### config.mk
export PLATFORM = sky130hd
export DESIGN_NAME = cg_clock_generator
export DESIGN_NICKNAME = d
export VERILOG_FILES = /design/src/logic/cg_pkg.sv /design/src/logic/cg_clock_generator.sv
export VERILOG_INCLUDE_DIRS = /design/src /design/src/logic
export SDC_FILE = /design/constraint.sdc
export NUM_CORES = 1
export LEC_CHECK = 0
export BUFFER_PORTS_ARGS = -buffer_cell sky130_fd_sc_hd__buf_2
export CAP_MARGIN = 20
export CORE_MARGIN = 5
export CORE_UTILIZATION = 54
export CTS_CLUSTER_DIAMETER = 50
export DETAILED_ROUTE_END_ITERATION = 16
export PLACE_DENSITY_LB_ADDON = 0.12
export RECOVER_POWER = 25
export SETUP_SLACK_MARGIN = 0.05
export SLEW_MARGIN = 20
export SYNTH_ARGS = -nofsm -noshare
export SYNTH_HDL_FRONTEND = slang
export SYNTH_SLANG_ARGS = --single-unit
### constraint.sdc
create_clock -name i_core_clk -period 3.4 [get_ports i_core_clk]
set_input_delay 0.51 -clock i_core_clk [delete_from_list [all_inputs] [get_ports i_core_clk]]
set_output_delay 0.51 -clock i_core_clk [all_outputs]
set_load 0.02 [all_outputs]
### src/logic/cg_clock_map.svh
// Register map, field positions, field encodings and counts of the clock generator
`ifndef CG_CLOCK_MAP_SVH
`define CG_CLOCK_MAP_SVH
`define CG_ADDR_MOR          32'h400E0420
`define CG_ADDR_MCFR         32'h400E0424
`define CG_ADDR_PLLR         32'h400E0428
`define CG_ADDR_MCKR         32'h400E0430
`define CG_ADDR_SR           32'h400E0468
`define CG_MOR_XTEN          0
`define CG_MOR_RCEN          3
`define CG_MOR_RCF_LSB       4
`define CG_MOR_RCF_MSB       6
`define CG_MOR_XST_LSB       8
`define CG_MOR_XST_MSB       15
`define CG_MOR_KEY_LSB       16
`define CG_MOR_KEY_MSB       23
`define CG_MOR_SEL           24
`define CG_MOR_FAIL_DETECT_ENABLE         25
`define CG_MOR_XTFME         26
`define CG_MOR_KEY           8'h37
`define CG_RCF_12MHZ         3'h0
`define CG_RCF_8MHZ          3'h1
`define CG_RCF_4MHZ          3'h2
`define CG_MCFR_CNT_MSB      15
`define CG_MCFR_RDY          16
`define CG_MCFR_MEAS         20
`define CG_PLL_DIV_LSB       0
`define CG_PLL_DIV_MSB       7
`define CG_PLL_CNT_LSB       8
`define CG_PLL_CNT_MSB       13
`define CG_PLL_MUL_LSB       16
`define CG_PLL_MUL_MSB       26
`define CG_PLL_ONE           29
`define CG_MCK_CSS_LSB       0
`define CG_MCK_CSS_MSB       1
`define CG_MCK_MASTER_PRESCALER_LSB      4
`define CG_MCK_MASTER_PRESCALER_MSB      6
`define CG_MCK_DIV2          12
`define CG_SR_XTS            0
`define CG_SR_LOCK           1
`define CG_SR_MCKRDY         3
`define CG_SR_RCS            17
`define CG_XST_SCALE         3
`define CG_MEAS_PERIODS      5'h10
`define CG_MASTER_PRESCALER_DIV3         3'h7
`define CG_DIV3_LAST         7'h02
`define CG_SYNC_CH           3
`define CG_CH_SLOW           0
`define CG_CH_MAIN           1
`define CG_CH_PLL            2
`endif

### src/logic/cg_pkg.sv
// Types shared by the clock generator
package cg_pkg;
	typedef enum logic [1:0]
	{
		CG_MEAS_IDLE = 2'b00,
		CG_MEAS_RUN  = 2'b01,
		CG_MEAS_DONE = 2'b10
	} cg_meas_t;
	typedef enum logic [1:0]
	{
		CG_SRC_SLOW = 2'b00,
		CG_SRC_MAIN = 2'b01,
		CG_SRC_PLL  = 2'b10
	} cg_src_t;
endpackage
### src/logic/cg_clock_generator.sv
// Clock generator control: oscillator, frequency meter, PLL and master clock logic
//
// Overview of operation
// - RC frequency field picks 12, 8, 4 MHz
// - RC oscillator starts at 4 MHz
// - Crystal start-up is count times 8 slow
// - Select bit picks RC or crystal main
// - Failure detector runs only while enabled
// - Slow crystal monitor runs only while enabled
// - Count main cycles within 16 slow periods
// - Valid flag low until a good count
// - Writing restart bit restarts the measurement
// - Meter counts whichever source drives main
// - Writes ignored while write protect set
// - Divider zero disables, one bypasses, else divides
// - Lock flag after programmed slow cycle count
// - Multiplier zero disables, else multiplies by M+1
// - Source field picks slow, main, PLL
// - Prescaler divides by powers of two or three
// - Halve bit divides PLL clock by two
`timescale 1ns/100ps
`include "cg_clock_map.svh"
module cg_clock_generator
(
	// Clock and reset
	input  wire logic                 i_core_clk,
	input  wire logic                 i_rst,
	// Register port
	input  wire logic [31:0]          i_addr,
	input  wire logic [31:0]          i_wdata,
	input  wire logic                 i_wr,
	input  wire logic                 i_rd,
	output logic      [31:0]          o_rdata,
	// Status from surrounding logic
	input  wire logic                 i_write_protect_enable,
	input  wire logic                 i_rc_stable_flag,
	// Clock pins sampled as inputs
	input  wire logic                 i_slow_clk,
	input  wire logic                 i_main_clk,
	input  wire logic                 i_pll_clk,
	// Oscillator controls
	output logic      [2:0]           o_rc_freq_select,
	output logic                      o_rc_osc_enable,
	output logic                      o_xtal_enable,
	output logic                      o_xtal_stable,
	output logic                      o_main_osc_select,
	output logic                      o_fail_detect_enable,
	output logic                      o_slow_xtal_monitor_enable,
	// PLL controls
	output logic      [7:0]           o_pll_input_divider,
	output logic      [10:0]          o_pll_multiplier,
	output logic                      o_pll_enable,
	output logic                      o_pll_locked_flag,
	// Master clock
	output cg_pkg::cg_src_t           o_master_source_select,
	output logic                      o_master_clock_tick
);
	import cg_pkg::*;

	// ----------------------------------------
	// Input synchronisers
	// ----------------------------------------
	logic [`CG_SYNC_CH-1:0] pin_in;
	logic [`CG_SYNC_CH-1:0] tick;
	assign pin_in = {i_pll_clk, i_main_clk, i_slow_clk};

	genvar g;
	generate
		for (g = 0; g < `CG_SYNC_CH; g++)
		begin : g_sync
			logic s1_r;
			logic s2_r;
			logic s3_r;
			logic lvl_r;
			logic lvl_nxt;
			assign lvl_nxt = (s2_r == s3_r) ? s3_r : lvl_r;
			assign tick[g] = lvl_nxt & ~lvl_r;
			always_ff @(posedge i_core_clk)
			begin
				if (i_rst)
				begin
					s1_r  <= 1'b0;
					s2_r  <= 1'b0;
					s3_r  <= 1'b0;
					lvl_r <= 1'b0;
				end
				else
				begin
					s1_r  <= pin_in[g];
					s2_r  <= s1_r;
					s3_r  <= s2_r;
					lvl_r <= lvl_nxt;
				end
			end
		end
	endgenerate

	logic slow_tick;
	logic main_tick;
	logic pll_tick;
	assign slow_tick = tick[`CG_CH_SLOW];
	assign main_tick = tick[`CG_CH_MAIN];
	assign pll_tick  = tick[`CG_CH_PLL];

	// ----------------------------------------
	// Register decode
	// ----------------------------------------
	logic wr_ok;
	logic wr_mor;
	logic wr_mcfr;
	logic wr_pll;
	logic wr_mck;
	assign wr_ok   = i_wr & ~i_write_protect_enable;
	assign wr_mor  = wr_ok & (i_addr == `CG_ADDR_MOR)
		& (i_wdata[`CG_MOR_KEY_MSB:`CG_MOR_KEY_LSB] == `CG_MOR_KEY);
	assign wr_mcfr = wr_ok & (i_addr == `CG_ADDR_MCFR);
	assign wr_pll  = wr_ok & (i_addr == `CG_ADDR_PLLR);
	assign wr_mck  = wr_ok & (i_addr == `CG_ADDR_MCKR);

	logic       restart_req;
	assign restart_req = wr_mcfr & i_wdata[`CG_MCFR_MEAS];

	// ----------------------------------------
	// Main oscillator register
	// ----------------------------------------
	always_ff @(posedge i_core_clk)
	begin
		if (i_rst)
		begin
			o_rc_freq_select           <= `CG_RCF_4MHZ;
			o_rc_osc_enable            <= 1'b1;
			o_xtal_enable              <= 1'b0;
			o_main_osc_select          <= 1'b0;
			o_fail_detect_enable       <= 1'b0;
			o_slow_xtal_monitor_enable <= 1'b0;
		end
		else if (wr_mor)
		begin
			o_rc_freq_select           <= i_wdata[`CG_MOR_RCF_MSB:`CG_MOR_RCF_LSB];
			o_rc_osc_enable            <= i_wdata[`CG_MOR_RCEN];
			o_xtal_enable              <= i_wdata[`CG_MOR_XTEN];
			o_main_osc_select          <= i_wdata[`CG_MOR_SEL];
			o_fail_detect_enable       <= i_wdata[`CG_MOR_FAIL_DETECT_ENABLE];
			o_slow_xtal_monitor_enable <= i_wdata[`CG_MOR_XTFME];
		end
	end

	logic [7:0] xtal_startup_count_r;
	always_ff @(posedge i_core_clk)
	begin
		if (i_rst)
			xtal_startup_count_r <= 8'h00;
		else if (wr_mor)
			xtal_startup_count_r <= i_wdata[`CG_MOR_XST_MSB:`CG_MOR_XST_LSB];
	end

	// ----------------------------------------
	// Crystal start-up timer
	// ----------------------------------------
	logic [10:0] xst_cnt_r;
	logic [10:0] xst_limit;
	logic        xst_done;
	assign xst_limit = {xtal_startup_count_r, 3'h0};
	assign xst_done  = (xst_cnt_r >= xst_limit);
	always_ff @(posedge i_core_clk)
	begin
		if (i_rst || !o_xtal_enable)
		begin
			xst_cnt_r     <= 11'h000;
			o_xtal_stable <= 1'b0;
		end
		else if (xst_done)
			o_xtal_stable <= 1'b1;
		else if (slow_tick)
			xst_cnt_r <= xst_cnt_r + 11'h001;
	end

	// ----------------------------------------
	// Main clock frequency meter
	// ----------------------------------------
	cg_meas_t    meas_r;
	cg_meas_t    meas_nxt;
	logic [15:0] main_freq_count_r;
	logic [15:0] run_cnt_r;
	logic [4:0]  per_cnt_r;
	logic        main_on;
	logic        freq_valid_flag;
	logic        window_end;
	assign main_on    = o_main_osc_select ? o_xtal_stable : o_rc_osc_enable;
	// Window opens on a slow edge, so it spans whole slow periods
	logic in_window;
	assign in_window  = (per_cnt_r != 5'h00);
	assign window_end = slow_tick & (per_cnt_r == `CG_MEAS_PERIODS);
	assign freq_valid_flag = (meas_r == CG_MEAS_DONE);

	always_comb
	begin
		meas_nxt = meas_r;
		if (!main_on)
			meas_nxt = CG_MEAS_IDLE;
		else if (restart_req)
			meas_nxt = CG_MEAS_RUN;
		else
		begin
			case (meas_r)
				CG_MEAS_IDLE: meas_nxt = CG_MEAS_RUN;
				CG_MEAS_RUN:  meas_nxt = window_end ? CG_MEAS_DONE : CG_MEAS_RUN;
				CG_MEAS_DONE: meas_nxt = CG_MEAS_DONE;
				default:      meas_nxt = CG_MEAS_IDLE;
			endcase
		end
	end

	always_ff @(posedge i_core_clk)
	begin
		if (i_rst)
		begin
			meas_r            <= CG_MEAS_IDLE;
			main_freq_count_r <= 16'h0000;
			run_cnt_r         <= 16'h0000;
			per_cnt_r         <= 5'h00;
		end
		else
		begin
			meas_r <= meas_nxt;
			if (restart_req || (meas_nxt == CG_MEAS_RUN && meas_r != CG_MEAS_RUN))
			begin
				run_cnt_r <= 16'h0000;
				per_cnt_r <= 5'h00;
			end
			else if (meas_r == CG_MEAS_RUN)
			begin
				run_cnt_r <= run_cnt_r + {15'h0000, main_tick & in_window};
				per_cnt_r <= per_cnt_r + {4'h0, slow_tick};
			end
			if (meas_r == CG_MEAS_RUN && meas_nxt == CG_MEAS_DONE)
				main_freq_count_r <= run_cnt_r + {15'h0000, main_tick};
		end
	end

	// ----------------------------------------
	// PLL register and lock counter
	// ----------------------------------------
	logic [5:0] pll_lock_delay_r;
	logic [5:0] lock_cnt_r;
	logic       pll_on;
	always_ff @(posedge i_core_clk)
	begin
		if (i_rst)
		begin
			o_pll_input_divider <= 8'h00;
			o_pll_multiplier    <= 11'h000;
			pll_lock_delay_r    <= 6'h00;
		end
		else if (wr_pll)
		begin
			o_pll_input_divider <= i_wdata[`CG_PLL_DIV_MSB:`CG_PLL_DIV_LSB];
			o_pll_multiplier    <= i_wdata[`CG_PLL_MUL_MSB:`CG_PLL_MUL_LSB];
			pll_lock_delay_r    <= i_wdata[`CG_PLL_CNT_MSB:`CG_PLL_CNT_LSB];
		end
	end

	assign pll_on = (o_pll_input_divider != 8'h00) & (o_pll_multiplier != 11'h000);

	always_ff @(posedge i_core_clk)
	begin
		if (i_rst || wr_pll || !pll_on)
		begin
			lock_cnt_r        <= 6'h00;
			o_pll_locked_flag <= 1'b0;
			o_pll_enable      <= 1'b0;
		end
		else
		begin
			o_pll_enable <= 1'b1;
			if (lock_cnt_r >= pll_lock_delay_r)
				o_pll_locked_flag <= 1'b1;
			else if (slow_tick)
				lock_cnt_r <= lock_cnt_r + 6'h01;
		end
	end

	// ----------------------------------------
	// Master clock selection and prescaler
	// ----------------------------------------
	logic [2:0] master_prescaler_r;
	logic       pll_output_halve_r;
	logic       half_r;
	logic       pll_src_tick;
	logic       src_tick;
	logic [6:0] master_prescaler_cnt_r;
	logic [6:0] master_prescaler_last;
	logic       master_prescaler_wrap;

	always_ff @(posedge i_core_clk)
	begin
		if (i_rst)
		begin
			o_master_source_select <= CG_SRC_MAIN;
			master_prescaler_r     <= 3'h0;
			pll_output_halve_r     <= 1'b0;
		end
		else if (wr_mck)
		begin
			o_master_source_select <= cg_src_t'(i_wdata[`CG_MCK_CSS_MSB:`CG_MCK_CSS_LSB]);
			master_prescaler_r     <= i_wdata[`CG_MCK_MASTER_PRESCALER_MSB:`CG_MCK_MASTER_PRESCALER_LSB];
			pll_output_halve_r     <= i_wdata[`CG_MCK_DIV2];
		end
	end

	assign pll_src_tick = pll_tick & o_pll_locked_flag & (~pll_output_halve_r | half_r);
	assign src_tick = (o_master_source_select == CG_SRC_SLOW) ? slow_tick
		: (o_master_source_select == CG_SRC_MAIN) ? main_tick
		: (o_master_source_select == CG_SRC_PLL)  ? pll_src_tick : 1'b0;
	assign master_prescaler_last = (master_prescaler_r == `CG_MASTER_PRESCALER_DIV3) ? `CG_DIV3_LAST
		: 7'((7'h01 << master_prescaler_r) - 7'h01);
	assign master_prescaler_wrap = (master_prescaler_cnt_r >= master_prescaler_last);

	always_ff @(posedge i_core_clk)
	begin
		if (i_rst)
		begin
			half_r              <= 1'b0;
			master_prescaler_cnt_r          <= 7'h00;
			o_master_clock_tick <= 1'b0;
		end
		else
		begin
			if (pll_tick)
				half_r <= ~half_r;
			o_master_clock_tick <= src_tick & master_prescaler_wrap;
			if (src_tick)
				master_prescaler_cnt_r <= master_prescaler_wrap ? 7'h00 : master_prescaler_cnt_r + 7'h01;
		end
	end

	// ----------------------------------------
	// Read back
	// ----------------------------------------
	logic [31:0] rd_mor;
	logic [31:0] rd_mcfr;
	logic [31:0] rd_pll;
	logic [31:0] rd_mck;
	logic [31:0] rd_sr;
	logic [31:0] rd_mux;
	assign rd_mor = (32'(o_slow_xtal_monitor_enable) << `CG_MOR_XTFME)
		| (32'(o_fail_detect_enable) << `CG_MOR_FAIL_DETECT_ENABLE) | (32'(o_main_osc_select) << `CG_MOR_SEL)
		| (32'(xtal_startup_count_r) << `CG_MOR_XST_LSB)
		| (32'(o_rc_freq_select) << `CG_MOR_RCF_LSB)
		| (32'(o_rc_osc_enable) << `CG_MOR_RCEN) | (32'(o_xtal_enable) << `CG_MOR_XTEN);
	assign rd_mcfr = (32'(freq_valid_flag) << `CG_MCFR_RDY) | 32'(main_freq_count_r);
	assign rd_pll = (32'(o_pll_multiplier) << `CG_PLL_MUL_LSB) | (32'h1 << `CG_PLL_ONE)
		| (32'(pll_lock_delay_r) << `CG_PLL_CNT_LSB) | 32'(o_pll_input_divider);
	assign rd_mck = (32'(pll_output_halve_r) << `CG_MCK_DIV2)
		| (32'(master_prescaler_r) << `CG_MCK_MASTER_PRESCALER_LSB) | 32'(o_master_source_select);
	assign rd_sr = (32'(i_rc_stable_flag) << `CG_SR_RCS) | (32'h1 << `CG_SR_MCKRDY)
		| (32'(o_pll_locked_flag) << `CG_SR_LOCK) | (32'(o_xtal_stable) << `CG_SR_XTS);
	assign rd_mux = (i_addr == `CG_ADDR_MOR)  ? rd_mor
		: (i_addr == `CG_ADDR_MCFR) ? rd_mcfr
		: (i_addr == `CG_ADDR_PLLR) ? rd_pll
		: (i_addr == `CG_ADDR_MCKR) ? rd_mck
		: (i_addr == `CG_ADDR_SR)   ? rd_sr : 32'h00000000;

	always_ff @(posedge i_core_clk)
	begin
		if (i_rst)
			o_rdata <= 32'h00000000;
		else
			o_rdata <= i_rd ? rd_mux : 32'h00000000;
	end
endmodule

==> results of run 1 <==
## cells by family (layout without fill, tap and decap cells)
kind of cell | count (synthesis) | after routing | share of synthesized area, %
other cells | 2 | 5 | 0.102
flops | 155 | 155 | 42.0
simple gates | 347 | 347 | 26.4
compound gates | 165 | 165 | 14.2
buf+inv | 78 | 201 | 5.05
mux | 17 | 17 | 2.30
xor+xnor | 40 | 40 | 4.74
fa+ha+maj | 31 | 31 | 5.25
## worst paths after layout
check	startpoint	endpoint	slack (ns)	cells after the start
worst max-delay path	per_cnt_r[1]	main_freq_count_r[14]	0.88	5
worst min-delay path	i_slow_clk	g_sync[0].s1_r	0.30	2
worst max register to register	per_cnt_r[1]	main_freq_count_r[14]	0.88	5
worst min register to register	g_sync[1].s1_r	g_sync[1].s2_r	0.44	1
## critical path, delay by kind of cell (launching register included)
kind	cells	cell delay (ns)
AND/OR/NAND/NOR	4	1.80
flip-flops	1	0.35
AO/OA/AOI/OAI	1	0.22
## metrics by stage
stage                     hold slack [ns]  power, W  utilization [%]  setup WS, ns
after floorplan                     0.414   0.00192                -          1.27
after global placement              0.416   0.00198             60.7         0.705
after detailed placement            0.428   0.00198             60.7         0.627
after CTS                           0.290   0.00398             65.5         0.851
after global routing                0.293   0.00409             65.1         0.690
final                               0.299   0.00396             65.1         0.878
## power by group
part           total [W]  internal [W]  switching (W)
combinational   0.000117     0.0000468      0.0000698
sequential       0.00182       0.00182     0.00000324
clock            0.00202       0.00129       0.000734
## registers in the layout (all words and copies together) (netlist names), 2 cells and up
register	flops
o_pll_multiplier	11
per_cnt_r	5
o_rc_freq_select	3
o_rdata	28
g_sync.s1_r	3
g_sync.s2_r	3
xtal_startup_count_r	8
meas_r	2
xst_cnt_r	11
g_sync.lvl_r	3
g_sync.s3_r	3
master_prescaler_r	3
lock_cnt_r	6
pll_lock_delay_r	6
o_master_source_select	2
run_cnt_r	16
main_freq_count_r	16
master_prescaler_cnt_r	7
o_pll_input_divider	8
## layer usage
layer,share of wire [%],vias to the layer above,GRT usage [%],wire length (um)
met5,0,-,0,0
met4,2.6,0,8.71,533
met3,8.2,44,6.68,1650
met2,47,286,41.9,9580
met1,42,3106,30.4,8420
li1,-,3187,-,-
## cell type report
cell class / instances / share of cell area [%]
multi-input cells: 605 / 45.3
well taps: 176 / 2.53
inverters: 27 / 1.17
clock inverters: 11 / 1.91
flip-flops and latches: 155 / 35.7
clock buffers: 21 / 5.41
repair buffers: 142 / 7.98
## cell usage after synthesis (all sizes together), types with 2 or more instances
master | count | area (um2)
a211o | 3 | 26.3
a211oi | 2 | 15.0
a21o | 4 | 30.0
a21oi | 65 | 325
a222oi | 5 | 50.1
a22o | 3 | 26.3
a22oi | 11 | 82.6
a311oi | 2 | 23.8
and2 | 6 | 37.5
and3 | 8 | 50.1
and3b | 2 | 17.5
and4 | 3 | 26.3
and4bb | 2 | 25.0
buf | 28 | 184
clkbuf | 23 | 87.6
conb | 2 | 7.51
dfxtp | 155 | 3100
ha | 31 | 388
inv | 27 | 101
mux2i | 17 | 170
nand2 | 87 | 327
nand2b | 26 | 163
nand3 | 34 | 170
nand3b | 4 | 30.0
nand4 | 18 | 125
nand4b | 4 | 35.0
nor2 | 57 | 214
nor2b | 21 | 131
nor3 | 23 | 136
nor3b | 2 | 26.3
nor4 | 18 | 191
nor4b | 3 | 32.5
o211ai | 2 | 15.0
o21ai | 45 | 225
o2bb2ai | 10 | 119
o31ai | 3 | 22.5
o41ai | 4 | 35.0
or3 | 9 | 56.3
or4 | 16 | 120
xnor2 | 25 | 219
xor2 | 15 | 131
==> summary.md, run 1 <==
| Metric | Value |
|---|---|
| Site Rows | 42 |
| Synthesized cell area | 0.00739 mm2 |
| RSZ-0062 raised after global routing | no |
| Total gr overflow | 0 |
| Vias in the first global route | 6300 |
| Final worst path period share | between 70% and 80% |
| Worst-Skew Late Latency | between 0.4 and 0.5 ns |
| Reg clk slew, reported paths | around 0.060 ns |
| CTS buffer count | 17 |
| Sequential area share after synthesis | between 40% and 50% |
| Vias | between 6000 and 7000 |
| Hold_buf cts | 0 |
| DIE WIDTH | around 130 um |
| Initial core utilization | approximately 55% |
| Req. time, crit path | about 3.7 ns |
| Slowest stage delay, CP | slightly above 0.7 ns |
| Post-DRT Antenna Nets | 0 |
| Drt first pass iters | 6 |
| Routability cong. | between 0.8 and 0.9 |
| DP Cell Count | 1105 |
| Clock tree root driver cell | clkbuf_16 |
| Die Span Y | roughly 130 um |
| Port Buf Inserts | between 100 and 150 |
| Reg area | 0.00310 mm2 |
| Fraction of layout cells with a size suffix above 1 | ~16% |
| Most common cell after layout, fill and taps aside | dfxtp_1 |
| Core box area | approximately 0.013 mm2 |
| Status | finished clean |
| Final non-filler cell total | 1137 |
| Max-Cap Viols | 0 |
| Syn avg cell area | approximately 8.8 um2 |
| Final-layout fill cell count | 1157 |
| Slew HR | 38.9% |
| Critical Path AT | around 2.8 ns |
| FF+latch count, synth | about 160 |
| CTS H-tree depth | 4 |
| CTS tree | built |
| Synthesized instance count | roughly 840 |
| Most frequent cells in the layout | dfxtp_1, nand2_1, buf_2 |
| Post-CTS Setup Inserts | 0 |
| Total GRT Usage | roughly 25% |
| PD cells | between 400 and 500 mW/mm2 |
| Fin nets | approximately 1100 |
| CTS Sinks | approximately 160 |
| Hpwl dp | between 15 and 20 mm |
| Die Area | approximately 0.016 mm2 |
| Critical path cell sequence | nor4_2 -> nand4_1 -> or3_1 -> nor2_1 -> o21ai_0 |
| Quantity of gates resized following cts | 0 |
| Fin area | approximately 0.0087 mm2 |
| Number of remaining DRC errors | 0 |
| Critical Path Start Type | flip-flop |
| Final hold viol count | 0 |
| Synth Flop Type | dfxtp_1 |
| Clock skew | 0.00734 ns |
| CP Class | flip-flop to flip-flop |
| Worst setup EP type | flip-flop |
| Cell Area, Placed | roughly 0.0081 mm2 |
| Peak VDD IR | about 0.3 mV |
| Post-synth ARST share | 0% |
| Minimum clock period | approximately 2.5 ns |
| Antenna violations before repair | 0 |
| Maximum clock frequency | 396 MHz |
| Setup tns final | 0 ns |
| Final WL | slightly above 20 mm |
| # IOs | roughly 140 |
| Synth cell types | 63 |
| Multi-input logic area | slightly below 0.004 mm2 |
| P&R area growth vs syn | 17.6% |
| Starting DRT DRC Count | 430 |
| Via density | 5.82 |
| Min-Delay Path Class | primary input to flip-flop |
| Largest net degree at the start of global routing | 72 |
| Drt wl/cell | approximately 18 um |
| Worst slew pin tran | about 0.9 ns |
| CTS Buffer Depth | 2 |
| Final setup vio count | 0 |
| Number of enable flip-flop cells after synthesis | 0 |
| Fin. max-slew vios | 0 |
| First-pass GRT wire length | ~32 mm |
| Ant diodes | 0 |
| Yosys warning total | 0 |
| Slowest-stage cell, CP | nor2_1 |
| Peak fanout along the critical path | 18 |
| Pleak | 3.18 nW |
No activity file was read; power rests on OpenSTA's default activity.
==> run 2, diff against run 1 <==
==> constraint.sdc (replaced) <==
create_clock -name i_core_clk -period 2.5 [get_ports i_core_clk]
set_input_delay 0.375 -clock i_core_clk [delete_from_list [all_inputs] [get_ports i_core_clk]]
set_output_delay 0.375 -clock i_core_clk [all_outputs]
set_load 0.02 [all_outputs]
==> run 2 against run 1 <==
First-iteration DRC count up 7.2%. Register-to-register slack worse by 0.70 ns. Total power up 30%. Via count down 0.56%. Cell count up 1.1%. Cell area up 0.81%. Fmax up 8.8%. Worst hold slack worse by 0.13 ns. Setup slack worse by 0.70 ns. Critical path depth up 2. Sequential share of layout area down 0.29 points. Critical endpoint is now xst_cnt_r[9]. Largest cell class unchanged. Highest routed layer unchanged.
==> summary.md, run 2 (synthesis gave the netlist of run 1 again) <==
| Metric | Value |
|---|---|
| Req. time, crit path | 2.85 ns (-0.81 ns) |
| Maximum clock frequency | 432 MHz (+8.8%) |
| CTS tree | built |
| PD cells | 588 mW/mm2 (+29%) |
| P&R area growth vs syn | 18.6% |
| Clock skew | 0.00461 ns (-0.00274 ns) |
| Fin. max-slew vios | 0 (unchanged) |
| Die Area | 0.0161 mm2 (unchanged) |
| Global routing usage on met2 | 43.9% (+2.0 points) |
| DIE WIDTH | 127 um (unchanged) |
| CP delay by family, top | simple AND/OR/NAND/NOR gates |
| Final setup vio count | 0 (unchanged) |
| Clock tree root driver cell | clkbuf_16 |
| Largest register FFs | 28 (unchanged) |
| Post-DRT Antenna Nets | 0 (unchanged) |
| Min-Delay Path Class | primary input to flip-flop |
| Max-Cap Viols | 0 (unchanged) |
| Initial core utilization | 55.4% (unchanged) |
| Critical path cell sequence | inv_1 -> ha_1 -> a21oi_1 -> o211ai_1 -> or3_4 -> or4_1 -> a21oi_1 |
| Die Span Y | 127 um (unchanged) |
| Core box area | 0.0133 mm2 (unchanged) |
| Drt first pass iters | 6 (unchanged) |
| CTS Buffer Depth | 2 (unchanged) |
| Slew HR | 12.9% (-26 points) |
| Critical Path AT | 2.67 ns (-0.11 ns) |
| Fin area | 0.00876 mm2 (+0.81%) |
| Worst slew pin tran | 1.31 ns (+0.396 ns) |
| Grt met1 use | 30.8% (+0.36 points) |
| Peak fanout along the critical path | 9 (-9) |
| CTS Sinks | 155 (unchanged) |
| Most frequent cells in the layout | dfxtp_1, nand2_1, buf_2 |
| Starting DRT DRC Count | 461 (+7.2%) |
| Routability cong. | 0.908 (+2.0%) |
| CTS buffer count | 17 (unchanged) |
| Port Buf Inserts | 128 (unchanged) |
| Most common cell after layout, fill and taps aside | dfxtp_1 |
| Hpwl dp | 15.5 mm (+0.95%) |
| Final hold viol count | 0 (unchanged) |
| Vias | 6586 (-0.56%) |
| Top reg by flops | o_rdata |
| Peak VDD IR | 0.494 mV (+61%) |
| Status | finished clean |
| Slowest stage delay, CP | 0.52 ns (-0.19 ns) |
| Reg clk slew, reported paths | 0.06 ns (about the same) |
| Total GRT Usage | 25.1% (+0.36 points) |
| GR peak layer | met2 |
| Largest net degree at the start of global routing | 78 (+8.3%) |
| First-pass GRT wire length | 32.7 mm (+2.1%) |
| Minimum clock period | 2.32 ns (-0.205 ns) |
| Met3 GRT Util | 5.93% (-0.75 points) |
| Total gr overflow | 0 (unchanged) |
| Cell Area, Placed | 0.00824 mm2 (+1.7%) |
| Post-CTS Setup Inserts | 0 (unchanged) |
| Levels on crit path | 7 (+2) |
| Setup ws final | 0.183 ns (-0.695 ns) |
| # IOs | 138 (unchanged) |
| Bufs and invs on worst path | 1 (+1) |
| Vias in the first global route | 6392 (+1.5%) |
| Worst setup EP type | flip-flop |
| Pre-CTS WS | 0.103 ns (-0.523 ns) |
| CTS H-tree depth | 4 (unchanged) |
| Fraction of layout cells with a size suffix above 1 | 17.5% (+1.3 points) |
| Top flop regs | o_rdata: 28 flops, main_freq_count_r: 16 flops, run_cnt_r: 16 flops |
| Fin nets | 1065 (+1.2%) |
| Setup tns final | 0 ns (unchanged) |
| Antenna violations before repair | 0 (unchanged) |
| Most common cell on crit path | a21oi_1 |
| Pleak | 3.21 nW (+0.87%) |
| Hold path depth | 2 (unchanged) |
| Final worst path period share | 92.7% (+19 points) |
| Number of remaining DRC errors | 0 (unchanged) |
| RSZ-0062 raised after global routing | yes |
| Site Rows | 42 (unchanged) |
| Worst-Skew Late Latency | 0.42 ns (about the same) |
| Drt wl/cell | 17.7 um (-0.51%) |
| Worst Reg-to-Reg Cells | 7 (+2) |
| Slowest-stage cell, CP | or4_1 |
| Pwr Total | 0.00515 W (+30%) |
| Critical Path Start Type | flip-flop |
| CP Class | flip-flop to flip-flop |
| Final WL | 20.3 mm (+0.62%) |
| Ant diodes | 0 (unchanged) |
| Via density | 5.73 (-1.7%) |
==> run 2: final cells by class <==
class | count | area (um2)
clock buffer | 20 | 457
sequential | 155 | 3100
timing repair buffer | 155 | 813
tap | 176 | 220
inverter | 27 | 101
fill | 1154 | 4590
clock inverter | 12 | 123
multi-input combinational | 605 | 3940
==> run 2: power breakdown <==
part / switching [W] / internal (W)
clock network: 0.000995 / 0.00151
logic: 0.0000968 / 0.0000678
registers: 0.00000443 / 0.00248
==> run 2: worst register-to-register path, cell delays in order (launching register included) <==
cell	delay, ns
dfxtp_1	0.40
inv_1	0.07
ha_1	0.31
a21oi_1	0.19
o211ai_1	0.19
or3_4	0.42
or4_1	0.52
a21oi_1	0.15
==> run 2: worst paths after layout <==
path	slack, ns	start	endpoint
setup reg to reg	0.18	xtal_startup_count_r[7]	xst_cnt_r[9]
setup / recovery	0.18	xtal_startup_count_r[7]	xst_cnt_r[9]
hold / removal	0.17	i_pll_clk	g_sync[2].s1_r
hold reg to reg	0.44	g_sync[2].s1_r	g_sync[2].s2_r
==> run 2: routing by layer <==
metal  vias up  wire, um
met2       214      9900
met4         0       375
met5         -         0
li1       3220         -
met1      3123      8660
met3        29      1380
==> run 2: timing repair <==
item                       in CTS  in global routing
gates resized for setup         0                  2
setup endpoints to repair       0                 11
hold buffers                    0                  0
==> run 2: through the flow <==
step	util [%]	std cells	hold WS [ns]
4_1_cts	66.1	1150	0.152
6_report	65.6	1150	0.166
5_1_grt	65.6	1150	0.164
2_1_floorplan	-	838	0.414
3_3_place_gp	61.7	1118	0.417
3_5_place_dp	61.7	1118	0.423
==> run 3, diff against run 2 <==
--- a/config.mk
+++ b/config.mk
@@ -10,6 +10,7 @@
 export CAP_MARGIN = 20
 export CORE_MARGIN = 5
 export CORE_UTILIZATION = 54
+export CTS_BUF_LIST = sky130_fd_sc_hd__clkbuf_8
 export CTS_CLUSTER_DIAMETER = 50
 export DETAILED_ROUTE_END_ITERATION = 16
 export PLACE_DENSITY_LB_ADDON = 0.12
==> run 3 against run 2 <==
Critical path depth stayed put. Sequential power hardly changed. First-iteration DRC count is 17% higher. Count of clock-buffer cells in the layout is 1 lower. Flip-flop and latch count stayed put. Cell count stayed put. Critical endpoint is now xst_cnt_r[10].
==> summary.md, run 3 (synthesis gave the netlist of run 1 again) <==
| Metric | Value |
|---|---|
| CTS buffer count | 17 (unchanged) |
| Largest net degree at the start of global routing | 78 (unchanged) |
| Initial core utilization | 55.4% (unchanged) |
| Hpwl dp | 15.5 mm (unchanged) |
| Clock skew | 0.0113 ns (+0.00672 ns) |
| Number of remaining DRC errors | 0 (unchanged) |
| Top reg by flops | o_rdata |
| Logic pwr share | 3.7% (+0.5 points) |
| Slew HR | 13.8% (+0.99 points) |
| Hold WS | 0.140 ns (-0.0264 ns) |
| Max-Cap Viols | 0 (unchanged) |
| Final-layout fill cell count | 1179 (+2.2%) |
| Post-CTS Setup Inserts | 0 (unchanged) |
| Routability cong. | 0.908 (unchanged) |
| Fin nets | 1065 (unchanged) |
| Peak fanout along the critical path | 9 (unchanged) |
| Most frequent cells in the layout | dfxtp_1, nand2_1, buf_2 |
| Pleak | 3.12 nW (-2.6%) |
| Slowest-stage cell, CP | or4_1 |
| Fin. max-slew vios | 0 (unchanged) |
| Vias in the first global route | 6343 (-0.77%) |
| CP Class | flip-flop to flip-flop |
| Int Pwr | 0.00347 W (-15%) |
| DIE WIDTH | 127 um (unchanged) |
| Multi-input logic area | 0.00394 mm2 (unchanged) |
| First-pass GRT wire length | 32.3 mm (-1.3%) |
| Die Area | 0.0161 mm2 (unchanged) |
| Site Rows | 42 (unchanged) |
| Via density | 5.76 (+0.58%) |
| Top flop regs | o_rdata: 28 flops, main_freq_count_r: 16 flops, run_cnt_r: 16 flops |
| Final hold viol count | 0 (unchanged) |
| Antenna violations before repair | 0 (unchanged) |
| Port Buf Inserts | 128 (unchanged) |
| Starting DRT DRC Count | 541 (+17%) |
| Setup tns final | 0 ns (unchanged) |
| Worst-Skew Late Latency | 0.45 ns (+0.03 ns) |
| Peak VDD IR | 0.427 mV (-13%) |
| CP delay by family, top | simple AND/OR/NAND/NOR gates |
| Bufs and invs on worst path | 1 (unchanged) |
| Drt wl/cell | 17.5 um (-0.75%) |
| RSZ-0062 raised after global routing | yes |
| Drt first pass iters | 5 (-1) |
| Req. time, crit path | 2.88 ns (+0.03 ns) |
| P&R area growth vs syn | 16.0% |
| Min-Delay Path Class | primary input to flip-flop |
| Clk pwr share | 41.1% (-7.5 points) |
| CTS tree | built |
| Worst slew pin tran | 1.29 ns (-0.0148 ns) |
| Hold_buf cts | 0 (unchanged) |
| Clock tree root driver cell | clkbuf_8 |
| Total gr overflow | 0 (unchanged) |
| Core box area | 0.0133 mm2 (unchanged) |
| Die Span Y | 127 um (unchanged) |
| Post-DRT Antenna Nets | 0 (unchanged) |
| Worst setup EP type | flip-flop |
| Maximum clock frequency | 432 MHz (+0.13%) |
| Most common cell after layout, fill and taps aside | dfxtp_1 |
| Sw frac | 22.8% (+1.5 points) |
| Minimum clock period | 2.31 ns (-0.00307 ns) |
| Final worst path period share | 92.6% (-0.12 points) |
| Status | finished clean |
| Critical path cell sequence | inv_1 -> ha_1 -> a21oi_1 -> o211ai_1 -> or3_4 -> or4_1 -> a21oi_1 |
| Total GRT Usage | 24.8% (-0.25 points) |
| Critical Path Start Type | flip-flop |
| Largest register FFs | 28 (unchanged) |
| CTS Sinks | 155 (unchanged) |
| Reg area | 0.00310 mm2 (unchanged) |
| Most common cell on crit path | a21oi_1 |
| CTS Buffer Depth | 2 (unchanged) |
| Ant diodes | 0 (unchanged) |
| Final setup vio count | 0 (unchanged) |
| Vias | 6624 (+0.58%) |
| Reg clk slew, reported paths | 0.08 ns (+0.02 ns) |
| # IOs | 138 (unchanged) |
| Slowest stage delay, CP | 0.51 ns (about the same) |
| Critical Path AT | 2.69 ns (+0.02 ns) |
| Sw power | 0.00102 W (-6.9%) |
| PD cells | 524 mW/mm2 (-11%) |
| Final WL | 20.2 mm (-0.75%) |
| Fraction of layout cells with a size suffix above 1 | 17.5% (unchanged) |
| Sequential share of power | 55.2% (+7.0 points) |
| CTS H-tree depth | 4 (unchanged) |
## run 3: cell types whose count changed in the layout (fill, tap and decap cells not counted), sizes merged
cell / change
clkbuf: -1
inv: +1
## run 3: metrics by stage
step	power, W	util [%]	std cells	instance area [um2]	setup WS (ns)
floorplan	0.00261	-	838	7400	0.509
global placement	0.00270	61.7	1118	8240	0.174
detailed placement	0.00270	61.7	1118	8240	0.103
CTS	0.00452	64.7	1150	8630	0.0999
global route	0.00465	64.2	1150	8570	0.0125
finish	0.00449	64.2	1150	8570	0.186
## run 3: power by group through the flow
stage | registers (W) | clock network (W) | logic (W)
after floorplan | 0.00253 | 0 | 0.0000736
after global placement | 0.00254 | 0 | 0.000163
after detailed placement | 0.00254 | 0 | 0.000166
after CTS | 0.00248 | 0.00188 | 0.000166
after global routing | 0.00248 | 0.00200 | 0.000177
final | 0.00248 | 0.00185 | 0.000164
## run 3: routing by layer
layer  part of all wire (%)  vias to the layer above  GRT usage, %
met3                    7.4                       25          6.64
li1                       -                     3218             -
met5                      0                        -             0
met1                     42                     3143          30.4
met2                     49                      238          43.1
met4                    1.6                        0          7.00
## run 3: final timing paths
kind | start | to | slack, ns | cells past startpoint
worst max-delay path | xtal_startup_count_r[7] | xst_cnt_r[10] | 0.19 | 7
worst min-delay path | i_pll_clk | g_sync[2].s1_r | 0.14 | 2
worst max register to register | xtal_startup_count_r[7] | xst_cnt_r[10] | 0.19 | 7
worst min register to register | g_sync[2].s1_r | g_sync[2].s2_r | 0.44 | 1
## run 3: final cells by class
class	instances	area share, %
inverter	27	1.18
sequential	155	36.2
clock inverter	13	1.47
timing repair buffer	155	9.49
clock buffer	19	3.05
multi-input combinational	605	46.0
tap	176	2.57
## run 3: timing repair
item                                   CTS  global route
endpoints found under the hold margin    0             0
resized for setup                        0             2
setup endpoints to repair                0            10
## run 3: worst reg2reg max path: stages, from the launching register on
cell	delay, ns
dfxtp_1	0.40
inv_1	0.07
ha_1	0.31
a21oi_1	0.20
o211ai_1	0.19
or3_4	0.42
or4_1	0.51
a21oi_1	0.16
